**src/shared/jfps_pkg.sv**
```systemverilog
// Constants shared by the test-port flash programming sequencer.
package jfps_pkg;
  // Test-port instruction register.
  localparam int unsigned IR_W = 4;
  localparam logic [IR_W-1:0] IR_CAPTURE = 4'h1;
  localparam logic [IR_W-1:0] IR_HOLD_IN_RESET = 4'hc;
  localparam logic [IR_W-1:0] IR_PROGRAM_UNLOCK = 4'h4;
  localparam logic [IR_W-1:0] IR_COMMAND_SHIFT = 4'h5;
  localparam logic [IR_W-1:0] IR_PAGE_FILL = 4'h6;
  localparam logic [IR_W-1:0] IR_PAGE_DUMP = 4'h7;
  localparam logic [IR_W-1:0] IR_BYPASS = 4'hf;

  // Unlock register and its signature.
  localparam int unsigned UNLOCK_W = 16;
  localparam logic [UNLOCK_W-1:0] UNLOCK_PATTERN = 16'ha370;
  localparam logic [UNLOCK_W-1:0] UNLOCK_RESET = 16'h0000;

  // Programming command register: opcode in the top seven bits, data below.
  localparam int unsigned CMD_W = 15;
  localparam int unsigned OP_W = 7;
  localparam int unsigned OP_LSB = 8;
  localparam int unsigned DONE_BIT = 9;
  localparam logic [OP_W-1:0] OP_NOP = 7'h23;
  localparam logic [OP_W-1:0] OP_ERASE_START = 7'h31;
  localparam logic [OP_W-1:0] OP_ERASE_POLL = 7'h33;
  localparam logic [OP_W-1:0] OP_WRITE_ENABLE = 7'h24;
  localparam logic [OP_W-1:0] OP_READ_ENABLE = 7'h25;
  localparam logic [OP_W-1:0] OP_ADDR_HIGH = 7'h07;
  localparam logic [OP_W-1:0] OP_ADDR_LOW = 7'h03;
  localparam logic [OP_W-1:0] OP_DATA_LOW = 7'h13;
  localparam logic [OP_W-1:0] OP_DATA_HIGH = 7'h17;
  localparam logic [OP_W-1:0] OP_DATA_LATCH = 7'h37;
  localparam logic [OP_W-1:0] OP_PAGE_WRITE = 7'h35;
  localparam logic [OP_W-1:0] OP_WRITE_POLL = 7'h36;

  // Page geometry: 64 words of 16 bits, 128 bytes, 1024 fill bits, 1032 dump bits.
  localparam int unsigned PAGE_WORD_BITS = 6;
  localparam int unsigned BYTE_IDX_W = 7;
  localparam int unsigned PAGE_BYTES = 128;
  localparam int unsigned BIT_CNT_W = 3;
  localparam logic [BIT_CNT_W-1:0] LAST_BIT = 3'h7;
  localparam int unsigned ADDR_REG_W = 16;

  typedef enum logic [3:0] {
    JFPS_RESET, JFPS_IDLE, JFPS_SEL_DR, JFPS_CAP_DR, JFPS_SHIFT_DR, JFPS_EXIT1_DR,
    JFPS_PAUSE_DR, JFPS_EXIT2_DR, JFPS_UPD_DR, JFPS_SEL_IR, JFPS_CAP_IR, JFPS_SHIFT_IR,
    JFPS_EXIT1_IR, JFPS_PAUSE_IR, JFPS_EXIT2_IR, JFPS_UPD_IR
  } jfps_tap_t;
endpackage

```
**src/rtl/jfps_top.sv**
```systemverilog
// Test-port flash programming sequencer: scan registers, command decode and page transfer.
// Functional notes
// - Page dump chain is one page plus eight bits, 1032 bits long.
// - Dump chain uses an 8-bit shifter reloaded byte by byte from flash.
// - First eight dump shifts only load byte zero; host ignores those bits.
// - Dump data leaves LSB of word zero first, MSB of word 3F last.
// - Command 1a starts chip erase; 1b polls until the device reports done.
// - Command 2g writes the full page; 2h polls for completion.
// - Page fill chain is 1024 bits, 8-bit shifter moves bytes to buffer.
// - Device is held in reset while the reset scan bit is one, unlatched.
// - Programming enabled only while enable register equals unlock pattern; reset clears it.
`timescale 1ns/1ns
module jfps_top import jfps_pkg::*; #(
  parameter int unsigned WORD_ADDR_W = 14,
  parameter int unsigned FIFO_DEPTH = 16
) (
  input wire logic clock_i,
  input wire logic rst_n_i,
  input wire logic tck_i,
  input wire logic tms_i,
  input wire logic tdi_i,
  output logic tdo_o,
  output logic tdo_en_o,
  output logic dev_reset_o,
  output logic prog_enabled_o,
  output logic erase_start_o,
  output logic page_write_o,
  output logic [WORD_ADDR_W-PAGE_WORD_BITS-1:0] page_addr_o,
  input wire logic flash_busy_i,
  output logic pb_valid_o,
  input wire logic pb_ready_i,
  output logic [BYTE_IDX_W-1:0] pb_index_o,
  output logic [7:0] pb_data_o,
  output logic rd_req_o,
  output logic [WORD_ADDR_W:0] rd_addr_o,
  input wire logic [7:0] rd_data_i
);
  localparam int unsigned PAGE_W = WORD_ADDR_W - PAGE_WORD_BITS;
  localparam int unsigned ENTRY_W = BYTE_IDX_W + 8;

  if (WORD_ADDR_W <= PAGE_WORD_BITS || WORD_ADDR_W > ADDR_REG_W) begin : g_bad_addr
    $error("jfps_top word address width must lie between 7 and 16.");
  end

  logic rst_meta_q;
  logic rst_n;
  logic tck_s;
  logic tms_s;
  logic tdi_s;
  logic tck_d_q;
  logic tck_rise;
  logic tck_fall;
  jfps_tap_t tap_q;
  logic [IR_W-1:0] ir_q;
  logic [IR_W-1:0] ir_sr_q;
  logic rst_bit_q;
  logic [UNLOCK_W-1:0] unlock_sr_q;
  logic [UNLOCK_W-1:0] unlock_q;
  logic [CMD_W-1:0] cmd_sr_q;
  logic bypass_q;
  logic prog_en;
  logic wr_mode_q;
  logic rd_mode_q;
  logic [ADDR_REG_W-1:0] addr_q;
  logic [7:0] data_lo_q;
  logic [7:0] data_hi_q;
  logic [1:0] latch_cnt_q;
  logic write_pend_q;
  logic erase_q;
  logic page_write_q;
  logic [7:0] fill_sr_q;
  logic [BIT_CNT_W-1:0] fill_bit_q;
  logic [BYTE_IDX_W:0] fill_cnt_q;
  logic fill_pend_q;
  logic [ENTRY_W-1:0] fill_entry_q;
  logic [7:0] dump_sr_q;
  logic [7:0] dump_next_q;
  logic [BIT_CNT_W-1:0] dump_bit_q;
  logic [BYTE_IDX_W-1:0] dump_idx_q;
  logic rd_req_q;
  logic rd_ack_q;
  logic tdo_q;
  logic tdo_en_q;
  logic push_valid;
  logic push_ready;
  logic [ENTRY_W-1:0] push_entry;
  logic [ENTRY_W-1:0] pop_entry;
  logic shift_dr;
  logic upd_dr;
  logic cap_dr;
  logic [OP_W-1:0] opcode;

  function automatic jfps_tap_t tap_next(input jfps_tap_t s, input logic tms);
    case (s)
      JFPS_RESET: tap_next = tms ? JFPS_RESET : JFPS_IDLE;
      JFPS_IDLE: tap_next = tms ? JFPS_SEL_DR : JFPS_IDLE;
      JFPS_SEL_DR: tap_next = tms ? JFPS_SEL_IR : JFPS_CAP_DR;
      JFPS_CAP_DR: tap_next = tms ? JFPS_EXIT1_DR : JFPS_SHIFT_DR;
      JFPS_SHIFT_DR: tap_next = tms ? JFPS_EXIT1_DR : JFPS_SHIFT_DR;
      JFPS_EXIT1_DR: tap_next = tms ? JFPS_UPD_DR : JFPS_PAUSE_DR;
      JFPS_PAUSE_DR: tap_next = tms ? JFPS_EXIT2_DR : JFPS_PAUSE_DR;
      JFPS_EXIT2_DR: tap_next = tms ? JFPS_UPD_DR : JFPS_SHIFT_DR;
      JFPS_UPD_DR: tap_next = tms ? JFPS_SEL_DR : JFPS_IDLE;
      JFPS_SEL_IR: tap_next = tms ? JFPS_RESET : JFPS_CAP_IR;
      JFPS_CAP_IR: tap_next = tms ? JFPS_EXIT1_IR : JFPS_SHIFT_IR;
      JFPS_SHIFT_IR: tap_next = tms ? JFPS_EXIT1_IR : JFPS_SHIFT_IR;
      JFPS_EXIT1_IR: tap_next = tms ? JFPS_UPD_IR : JFPS_PAUSE_IR;
      JFPS_PAUSE_IR: tap_next = tms ? JFPS_EXIT2_IR : JFPS_PAUSE_IR;
      JFPS_EXIT2_IR: tap_next = tms ? JFPS_UPD_IR : JFPS_SHIFT_IR;
      JFPS_UPD_IR: tap_next = tms ? JFPS_SEL_DR : JFPS_IDLE;
      default: tap_next = JFPS_RESET;
    endcase
  endfunction

  // Reset is released through two flops; everything below uses the copy.
  always_ff @(posedge clock_i or negedge rst_n_i) begin
    if (!rst_n_i) begin
      rst_meta_q <= 1'b0;
      rst_n <= 1'b0;
    end else begin
      rst_meta_q <= 1'b1;
      rst_n <= rst_meta_q;
    end
  end

  jfps_sync #(
    .WIDTH(3)
  ) u_pin_sync (
    .clock_i(clock_i),
    .rst_n_i(rst_n),
    .async_i({tck_i, tms_i, tdi_i}),
    .sync_o({tck_s, tms_s, tdi_s})
  );

  // The test clock is oversampled, so its edges become single-cycle strobes.
  always_ff @(posedge clock_i or negedge rst_n) begin
    if (!rst_n) begin
      tck_d_q <= 1'b0;
    end else begin
      tck_d_q <= tck_s;
    end
  end
  assign tck_rise = tck_s && !tck_d_q;
  assign tck_fall = !tck_s && tck_d_q;

  assign shift_dr = tck_rise && (tap_q == JFPS_SHIFT_DR);
  assign cap_dr = tck_rise && (tap_q == JFPS_CAP_DR);
  assign upd_dr = tck_rise && (tap_q == JFPS_UPD_DR);
  assign opcode = cmd_sr_q[OP_LSB +: OP_W];
  assign prog_en = (unlock_q == UNLOCK_PATTERN);

  always_ff @(posedge clock_i or negedge rst_n) begin
    if (!rst_n) begin
      tap_q <= JFPS_RESET;
      ir_q <= IR_BYPASS;
      ir_sr_q <= '0;
    end else if (tck_rise) begin
      tap_q <= tap_next(tap_q, tms_s);
      case (tap_q)
        JFPS_RESET: ir_q <= IR_BYPASS;
        JFPS_CAP_IR: ir_sr_q <= IR_CAPTURE;
        JFPS_SHIFT_IR: ir_sr_q <= {tdi_s, ir_sr_q[IR_W-1:1]};
        JFPS_UPD_IR: ir_q <= ir_sr_q;
        default: ir_sr_q <= ir_sr_q;
      endcase
    end
  end

  // The reset bit drives the device reset straight from the shift stage, with no update latch.
  always_ff @(posedge clock_i or negedge rst_n) begin
    if (!rst_n) begin
      rst_bit_q <= 1'b0;
      bypass_q <= 1'b0;
    end else if (shift_dr) begin
      if (ir_q == IR_HOLD_IN_RESET) begin
        rst_bit_q <= tdi_s;
      end
      bypass_q <= tdi_s;
    end
  end
  assign dev_reset_o = rst_bit_q;

  // A power-on reset clears the unlock register; a wrong pattern leaves programming off.
  always_ff @(posedge clock_i or negedge rst_n) begin
    if (!rst_n) begin
      unlock_sr_q <= UNLOCK_RESET;
      unlock_q <= UNLOCK_RESET;
    end else if (ir_q == IR_PROGRAM_UNLOCK) begin
      if (shift_dr) begin
        unlock_sr_q <= {tdi_s, unlock_sr_q[UNLOCK_W-1:1]};
      end else if (upd_dr) begin
        unlock_q <= unlock_sr_q;
      end
    end
  end
  assign prog_enabled_o = prog_en;

  // Command register: capture returns the completion flag, update executes.
  always_ff @(posedge clock_i or negedge rst_n) begin
    if (!rst_n) begin
      cmd_sr_q <= '0;
      wr_mode_q <= 1'b0;
      rd_mode_q <= 1'b0;
      addr_q <= '0;
      data_lo_q <= '0;
      data_hi_q <= '0;
      erase_q <= 1'b0;
    end else begin
      erase_q <= 1'b0;
      if (!prog_en) begin
        wr_mode_q <= 1'b0;
        rd_mode_q <= 1'b0;
      end
      if (ir_q == IR_COMMAND_SHIFT && cap_dr) begin
        cmd_sr_q <= CMD_W'({!flash_busy_i, DONE_BIT'(0)});
      end else if (ir_q == IR_COMMAND_SHIFT && shift_dr) begin
        cmd_sr_q <= {tdi_s, cmd_sr_q[CMD_W-1:1]};
      end else if (ir_q == IR_COMMAND_SHIFT && upd_dr && prog_en) begin
        case (opcode)
          OP_NOP: begin
            wr_mode_q <= 1'b0;
            rd_mode_q <= 1'b0;
          end
          OP_ERASE_START: erase_q <= 1'b1;
          OP_WRITE_ENABLE: wr_mode_q <= 1'b1;
          OP_READ_ENABLE: rd_mode_q <= 1'b1;
          OP_ADDR_HIGH: addr_q[15:8] <= cmd_sr_q[7:0];
          OP_ADDR_LOW: addr_q[7:0] <= cmd_sr_q[7:0];
          OP_DATA_LOW: data_lo_q <= cmd_sr_q[7:0];
          OP_DATA_HIGH: data_hi_q <= cmd_sr_q[7:0];
          default: cmd_sr_q <= cmd_sr_q;
        endcase
      end
    end
  end
  assign erase_start_o = erase_q;
  assign page_addr_o = addr_q[WORD_ADDR_W-1:PAGE_WORD_BITS];

  // Latching a word queues two bytes; a page write waits until the queue has drained.
  always_ff @(posedge clock_i or negedge rst_n) begin
    if (!rst_n) begin
      latch_cnt_q <= 2'h0;
      write_pend_q <= 1'b0;
      page_write_q <= 1'b0;
    end else begin
      page_write_q <= 1'b0;
      if (ir_q == IR_COMMAND_SHIFT && upd_dr && prog_en && wr_mode_q && opcode == OP_DATA_LATCH) begin
        latch_cnt_q <= 2'h2;
      end else if (!fill_pend_q && push_ready && latch_cnt_q != 2'h0) begin
        latch_cnt_q <= latch_cnt_q - 2'h1;
      end
      if (ir_q == IR_COMMAND_SHIFT && upd_dr && prog_en && wr_mode_q && opcode == OP_PAGE_WRITE) begin
        write_pend_q <= 1'b1;
      end else if (write_pend_q && !push_valid && !pb_valid_o) begin
        write_pend_q <= 1'b0;
        page_write_q <= 1'b1;
      end
    end
  end
  assign page_write_o = page_write_q;

  // Page fill: every eighth shift hands a finished byte to the queue.
  always_ff @(posedge clock_i or negedge rst_n) begin
    if (!rst_n) begin
      fill_sr_q <= '0;
      fill_bit_q <= '0;
      fill_cnt_q <= '0;
      fill_pend_q <= 1'b0;
      fill_entry_q <= '0;
    end else begin
      if (fill_pend_q && push_ready) begin
        fill_pend_q <= 1'b0;
      end
      if (ir_q == IR_PAGE_FILL && cap_dr) begin
        fill_bit_q <= '0;
        fill_cnt_q <= '0;
      end else if (ir_q == IR_PAGE_FILL && shift_dr && prog_en && wr_mode_q) begin
        fill_sr_q <= {tdi_s, fill_sr_q[7:1]};
        fill_bit_q <= fill_bit_q + 1'b1;
        if (fill_bit_q == LAST_BIT && fill_cnt_q < (BYTE_IDX_W + 1)'(PAGE_BYTES)) begin
          fill_entry_q <= {fill_cnt_q[BYTE_IDX_W-1:0], tdi_s, fill_sr_q[7:1]};
          fill_pend_q <= 1'b1;
          fill_cnt_q <= fill_cnt_q + 1'b1;
        end
      end
    end
  end

  // Scan bytes outrank latched words; the host never uses both flows at once.
  always_comb begin
    push_valid = fill_pend_q || (latch_cnt_q != 2'h0);
    if (fill_pend_q) begin
      push_entry = fill_entry_q;
    end else if (latch_cnt_q == 2'h2) begin
      push_entry = {addr_q[PAGE_WORD_BITS-1:0], 1'b0, data_lo_q};
    end else begin
      push_entry = {addr_q[PAGE_WORD_BITS-1:0], 1'b1, data_hi_q};
    end
  end

  jfps_fifo #(
    .WIDTH(ENTRY_W),
    .DEPTH(FIFO_DEPTH)
  ) u_fifo (
    .clock_i(clock_i),
    .rst_n_i(rst_n),
    .in_valid_i(push_valid),
    .in_ready_o(push_ready),
    .in_data_i(push_entry),
    .out_valid_o(pb_valid_o),
    .out_ready_i(pb_ready_i),
    .out_data_o(pop_entry)
  );
  assign pb_index_o = pop_entry[ENTRY_W-1:8];
  assign pb_data_o = pop_entry[7:0];

  // Page dump: the next byte is prefetched so it is ready at every eighth shift.
  always_ff @(posedge clock_i or negedge rst_n) begin
    if (!rst_n) begin
      dump_sr_q <= '0;
      dump_next_q <= '0;
      dump_bit_q <= '0;
      dump_idx_q <= '0;
      rd_req_q <= 1'b0;
      rd_ack_q <= 1'b0;
    end else begin
      rd_req_q <= 1'b0;
      rd_ack_q <= rd_req_q;
      if (rd_ack_q) begin
        dump_next_q <= rd_data_i;
      end
      if (ir_q == IR_PAGE_DUMP && cap_dr && prog_en) begin
        dump_bit_q <= '0;
        dump_idx_q <= '0;
        rd_req_q <= 1'b1;
      end else if (ir_q == IR_PAGE_DUMP && shift_dr && prog_en) begin
        dump_bit_q <= dump_bit_q + 1'b1;
        if (dump_bit_q == LAST_BIT) begin
          dump_sr_q <= dump_next_q;
          dump_idx_q <= dump_idx_q + 1'b1;
          rd_req_q <= 1'b1;
        end else begin
          dump_sr_q <= {1'b0, dump_sr_q[7:1]};
        end
      end
    end
  end
  assign rd_req_o = rd_req_q;
  assign rd_addr_o = {addr_q[WORD_ADDR_W-1:PAGE_WORD_BITS], dump_idx_q};

  // The host samples the output on its rising edge, so it changes on the falling one.
  always_ff @(posedge clock_i or negedge rst_n) begin
    if (!rst_n) begin
      tdo_q <= 1'b0;
      tdo_en_q <= 1'b0;
    end else if (tck_fall) begin
      tdo_en_q <= (tap_q == JFPS_SHIFT_DR) || (tap_q == JFPS_SHIFT_IR);
      if (tap_q == JFPS_SHIFT_IR) begin
        tdo_q <= ir_sr_q[0];
      end else begin
        case (ir_q)
          IR_HOLD_IN_RESET: tdo_q <= rst_bit_q;
          IR_PROGRAM_UNLOCK: tdo_q <= unlock_sr_q[0];
          IR_COMMAND_SHIFT: tdo_q <= cmd_sr_q[0];
          IR_PAGE_FILL: tdo_q <= fill_sr_q[0];
          IR_PAGE_DUMP: tdo_q <= dump_sr_q[0];
          default: tdo_q <= bypass_q;
        endcase
      end
    end
  end
  assign tdo_o = tdo_q;
  assign tdo_en_o = tdo_en_q;
endmodule // jfps_top

```
**src/rtl/jfps_sync.sv**
```systemverilog
// Two-stage synchroniser for levels entering the system clock domain.
`timescale 1ns/1ns
module jfps_sync #(
  parameter int unsigned WIDTH = 1
) (
  input wire logic clock_i,
  input wire logic rst_n_i,
  input wire logic [WIDTH-1:0] async_i,
  output logic [WIDTH-1:0] sync_o
);
  logic [WIDTH-1:0] meta_q;
  logic [WIDTH-1:0] sync_q;

  // The first stage feeds only the second one.
  always_ff @(posedge clock_i or negedge rst_n_i) begin
    if (!rst_n_i) begin
      meta_q <= '0;
      sync_q <= '0;
    end else begin
      meta_q <= async_i;
      sync_q <= meta_q;
    end
  end

  assign sync_o = sync_q;
endmodule // jfps_sync

```
**src/rtl/jfps_fifo.sv**
```systemverilog
// Byte FIFO between the scan side and the flash page buffer.
`timescale 1ns/1ns
module jfps_fifo #(
  parameter int unsigned WIDTH = 15,
  parameter int unsigned DEPTH = 16
) (
  input wire logic clock_i,
  input wire logic rst_n_i,
  input wire logic in_valid_i,
  output logic in_ready_o,
  input wire logic [WIDTH-1:0] in_data_i,
  output logic out_valid_o,
  input wire logic out_ready_i,
  output logic [WIDTH-1:0] out_data_o
);
  localparam int unsigned PTR_W = $clog2(DEPTH);

  if (DEPTH < 2 || (DEPTH & (DEPTH - 1)) != 0) begin : g_bad_depth
    $error("jfps_fifo depth must be a power of two of at least two.");
  end

  logic [WIDTH-1:0] mem_q [DEPTH];
  logic [PTR_W-1:0] wr_ptr_q;
  logic [PTR_W-1:0] rd_ptr_q;
  logic [PTR_W:0] count_q;
  logic push;
  logic pop;

  assign in_ready_o = (count_q != (PTR_W + 1)'(DEPTH));
  assign out_valid_o = (count_q != '0);
  assign push = in_valid_i && in_ready_o;
  assign pop = out_valid_o && out_ready_i;
  assign out_data_o = mem_q[rd_ptr_q];

  always_ff @(posedge clock_i) begin
    if (push) begin
      mem_q[wr_ptr_q] <= in_data_i;
    end
  end

  always_ff @(posedge clock_i or negedge rst_n_i) begin
    if (!rst_n_i) begin
      wr_ptr_q <= '0;
      rd_ptr_q <= '0;
      count_q <= '0;
    end else begin
      if (push) begin
        wr_ptr_q <= wr_ptr_q + 1'b1;
      end
      if (pop) begin
        rd_ptr_q <= rd_ptr_q + 1'b1;
      end
      if (push && !pop) begin
        count_q <= count_q + 1'b1;
      end else if (pop && !push) begin
        count_q <= count_q - 1'b1;
      end
    end
  end
endmodule // jfps_fifo

```
**config.mk**
```make
export PLATFORM = sky130hd
export DESIGN_NAME = jfps_top
export DESIGN_NICKNAME = d
export VERILOG_FILES = /design/src/shared/jfps_pkg.sv /design/src/rtl/jfps_top.sv /design/src/rtl/jfps_sync.sv /design/src/rtl/jfps_fifo.sv
export SDC_FILE = /design/constraint.sdc
export NUM_CORES = 1
export LEC_CHECK = 0
export ABC_AREA = 1
export BUFFER_PORTS_ARGS = -buffer_cell sky130_fd_sc_hd__buf_2
export CAP_MARGIN = 15
export CELL_PAD_IN_SITES_DETAIL_PLACEMENT = 0
export CELL_PAD_IN_SITES_GLOBAL_PLACEMENT = 1
export CORE_ASPECT_RATIO = 0.7
export CORE_MARGIN = 4
export CORE_UTILIZATION = 45
export DETAILED_ROUTE_END_ITERATION = 10
export PLACE_DENSITY = 0.75
export SYNTH_ARGS = -nofsm -noshare
export SYNTH_HDL_FRONTEND = slang
export SYNTH_SLANG_ARGS = --single-unit
```
**constraint.sdc**
```tcl
create_clock -name clock_i -period 6 [get_ports clock_i]
set_clock_uncertainty 0.2 [all_clocks]
set_input_delay 0.6 -clock clock_i [delete_from_list [all_inputs] [get_ports clock_i]]
set_output_delay 0.6 -clock clock_i [all_outputs]
set_load 0.01 [all_outputs]
```
==> impl_metrics.toml <==
[yosys]
synthFlopType = "edfxtp_1"
muxShareOfSynthArea = 0.000616
synth_xor_area_frac = 0.00911
synth-simple-area-share = 0.164
netlist_area_sq_um = 18300
synthAdderAreaFrac = 0.0127
yosysWarningCount = 0
syn_inst = 1751
syn_nets = 1784
synth_compound_area_frac = 0.113
ys_ff_latch = 424
synth_cell_types = 41
synth_top_family_by_area = "simple AND/OR/NAND/NOR gates"
syn_avg_cell_area_sq_um = 10.4
async_flop_share = 0.434
synth_edf_count = 240
ys_seq_area_frac = 0.647

[placement]
postPlaceCellArea_sq_um = 19000
numPortBuffers = 60
gp_congestion = 0.828
dpl.hpwl_mm = 26.7

[clock_tree]
clock-sinks = 424
cts_root_buf = "clkbuf_16"
clk_pin_slew_ns = 0.06
cts_tree = "built"
cts_resized = 0
clockBufferDepth = 3
h-tree-depth = 2
numCtsBuffers = 42
cts_setup_buffers = 0
insertion_delay_ns = 0.54

[routing]
vias_per_cell = 5.36
routed_wl_mm = 43.4
drt_first_iter_violations = 1384
antenna_left = 0
wire_per_inst_um = 18.4
firstDrtPassIters = 7
drcViolationCount = 0
vias = 12700

[worst_setup_path]
required_ns = 5.20
critPathMaxFanout = 53
r2r_end = "u_fifo.count_q[4]"
cp-start-kind = "register"
crit_arrival_ns = 3.07
path_cells = "clkinv_2 -> buf_4 -> o21ai_0 -> o211ai_1 -> nand3_1 -> nand2_1 -> buf_2"
end_kind = "output port"
reg2regPathDepth = 13
r2r_slack_ns = 2.87
crit_slowest_cell = "dfrtp_4"
max_stage_delay_ns = 0.64
worstSetupPathType = "reg2out"
r2r_start = "fill_pend_q"

[outcome]
status = "complete, no violations"

[floorplanning]
start_util = 0.458
rows = 61
dieArea_sq_um = 44000
die_h_um = 177
die_width_um = 249
core-area_sq_um = 39900
ioPinCount = 61

[global_route]
grt.overflow.total = 0
grt_max_degree = 157
antenna_found_initial = 0
grt_pass1_wl_mm = 69.1
grt_pass1_vias = 12000
grt_use_total = 0.197

[timing]
final-max-slew-violation-count = 0
fin_crit_ns = 3.87
final.setup.tns_ns = 0
finalSetupViolations = 0
relSlewSlack = 0.355
tightest_slew_ns = 0.967
fmax_mhz = 258
min_period_over_period = 0.646
grt_setup_unrepaired = "false"
final_hold_viol_count = 0

[layout]
finalInstanceArea_sq_um = 20500
mostFrequentLayoutCells = "nand2_1 (292), o21ai_0 (247), edfxtp_1 (240), nor2_1 (238), dfrtp_1 (177)"
nNetsFinal = 1826
num_antenna_cells = 0
area_delta_synth_final_pct = 12.1
drive_gt1_frac = 0.117
n_fill_cell = 3496
final_common_cell = "nand2_1"

[pwr]
leakage_uw = 0.00835
pwr_density_cell_nw_per_um2 = 446
max-vdd-ir-drop_uv = 213

[hold_path]
holdCritPathClass = "reg2async"

[flow_run]
drv_cap = 0
worst max-delay path, delay by kind of cell, from the launching register on:
family | cells | cell delay (ns)
buf+inv | 3 | 1.07
compound gates | 2 | 0.50
simple gates | 2 | 0.26
flops | 1 | 0.64
per-layer routing:
layer | up-vias | track usage | wire (um)
met2 | 363 | 0.287 | 18400
met1 | 6180 | 0.312 | 21500
met4 | 0 | 0.0444 | 801
met3 | 67 | 0.0306 | 2680
li1 | 6042 | - | -
met5 | - | 0 | 0
cells by family after synthesis:
kind of cell / count (synthesis)
muxes: 1
buffers and inverters: 233
xor gates and xnor gates: 19
and+or+nand+nor: 692
other: 1
DFF: 424
AOI/OAI and AO/OA: 363
adders and majority gates: 18
report_power, final:
group | leakage [uW] | internal, uW | switching (uW)
sequential | 0.00451 | 3650 | 213
combinational | 0.00313 | 733 | 1790
clock | 0.000707 | 1640 | 1110
final cells by class:
cell class / count / area, sq um / area share
Inverter: 136 / 512 / 0.0250
Sequential cell: 424 / 11800 / 0.577
Clock inverter: 23 / 294 / 0.0143
Timing Repair Buffer: 95 / 586 / 0.0286
Tap cell: 535 / 669 / 0.0327
Multi-Input combinational cell: 1094 / 5480 / 0.267
Clock buffer: 53 / 1130 / 0.0553
how the worst max path moves through the flow:
stage | slack [ns] | to | start
floorplan | 0.30 | addr_q[0] | rst_n
global placement | 2.77 | pb_data_o[1] | u_fifo.rd_ptr_q[0]
detailed placement | 2.72 | pb_data_o[1] | u_fifo.rd_ptr_q[0]
CTS | 2.13 | pb_data_o[1] | u_fifo.rd_ptr_q[0]
global route | 1.93 | pb_index_o[6] | u_fifo.rd_ptr_q[0]
finish | 2.13 | pb_data_o[1] | u_fifo.rd_ptr_q[0]
registers in the layout, summed over array words and instances, names as in the netlist, 14 cells and up:
| name | count |
|---|---|
| u_fifo.mem_q | 240 |
| cmd_sr_q | 15 |
| addr_q | 14 |
| unlock_q | 16 |
| fill_entry_q | 15 |
| unlock_sr_q | 16 |
timing repair:
item | 4_1_cts | 5_1_grt
endpoints found under the hold margin | 5 | 0
setup endpoints to repair | 0 | 0
hold buffers | 4 | 0
through the flow:
| stage | power (uW) | hold slack (ns) | worst slack [ns] | util | cells |
|---|---|---|---|---|---|
| 2_1_floorplan | 5530 | 0.104 | 0.300 | - | 1751 |
| 3_3_place_gp | 6410 | 0.0634 | 2.77 | 0.477 | 2280 |
| 3_5_place_dp | 6440 | 0.0697 | 2.72 | 0.477 | 2280 |
| 4_1_cts | 9220 | 0.0444 | 2.13 | 0.513 | 2360 |
| 5_1_grt | 9650 | 0.0591 | 1.93 | 0.513 | 2360 |
| 6_report | 9140 | 0.0464 | 2.13 | 0.513 | 2360 |
synth_stat cells (2+ instances only):
cell / count / area share
inv_2: 5 / 0.0010
ha_1: 17 / 0.012
buf_1: 3 / 0.00062
clkbuf_1: 55 / 0.011
o21ai_1: 8 / 0.0022
o21a_1: 8 / 0.0033
a31oi_1: 2 / 0.00068
xor2_1: 17 / 0.0081
nand4_2: 2 / 0.0014
nor4_1: 2 / 0.00068
nand3_1: 99 / 0.027
nand4_1: 19 / 0.0065
nand2_2: 5 / 0.0017
nand2_1: 292 / 0.060
nor2_2: 3 / 0.0010
a21oi_1: 15 / 0.0041
buf_6: 3 / 0.0018
buf_2: 17 / 0.0047
clkinv_1: 2 / 0.00041
dfrtp_1: 180 / 0.25
buf_4: 19 / 0.0078
o21ai_0: 247 / 0.068
edfxtp_1: 240 / 0.39
o21ai_2: 12 / 0.0058
dfstp_2: 4 / 0.0058
nor2_1: 240 / 0.049
o211ai_1: 68 / 0.028
nor2_4: 14 / 0.0086
inv_1: 129 / 0.026
xnor2_1: 2 / 0.00096
a22oi_1: 3 / 0.0012
nand3_2: 2 / 0.0011
nor3_1: 9 / 0.0025
No activity file was read; power rests on OpenSTA's default activity.
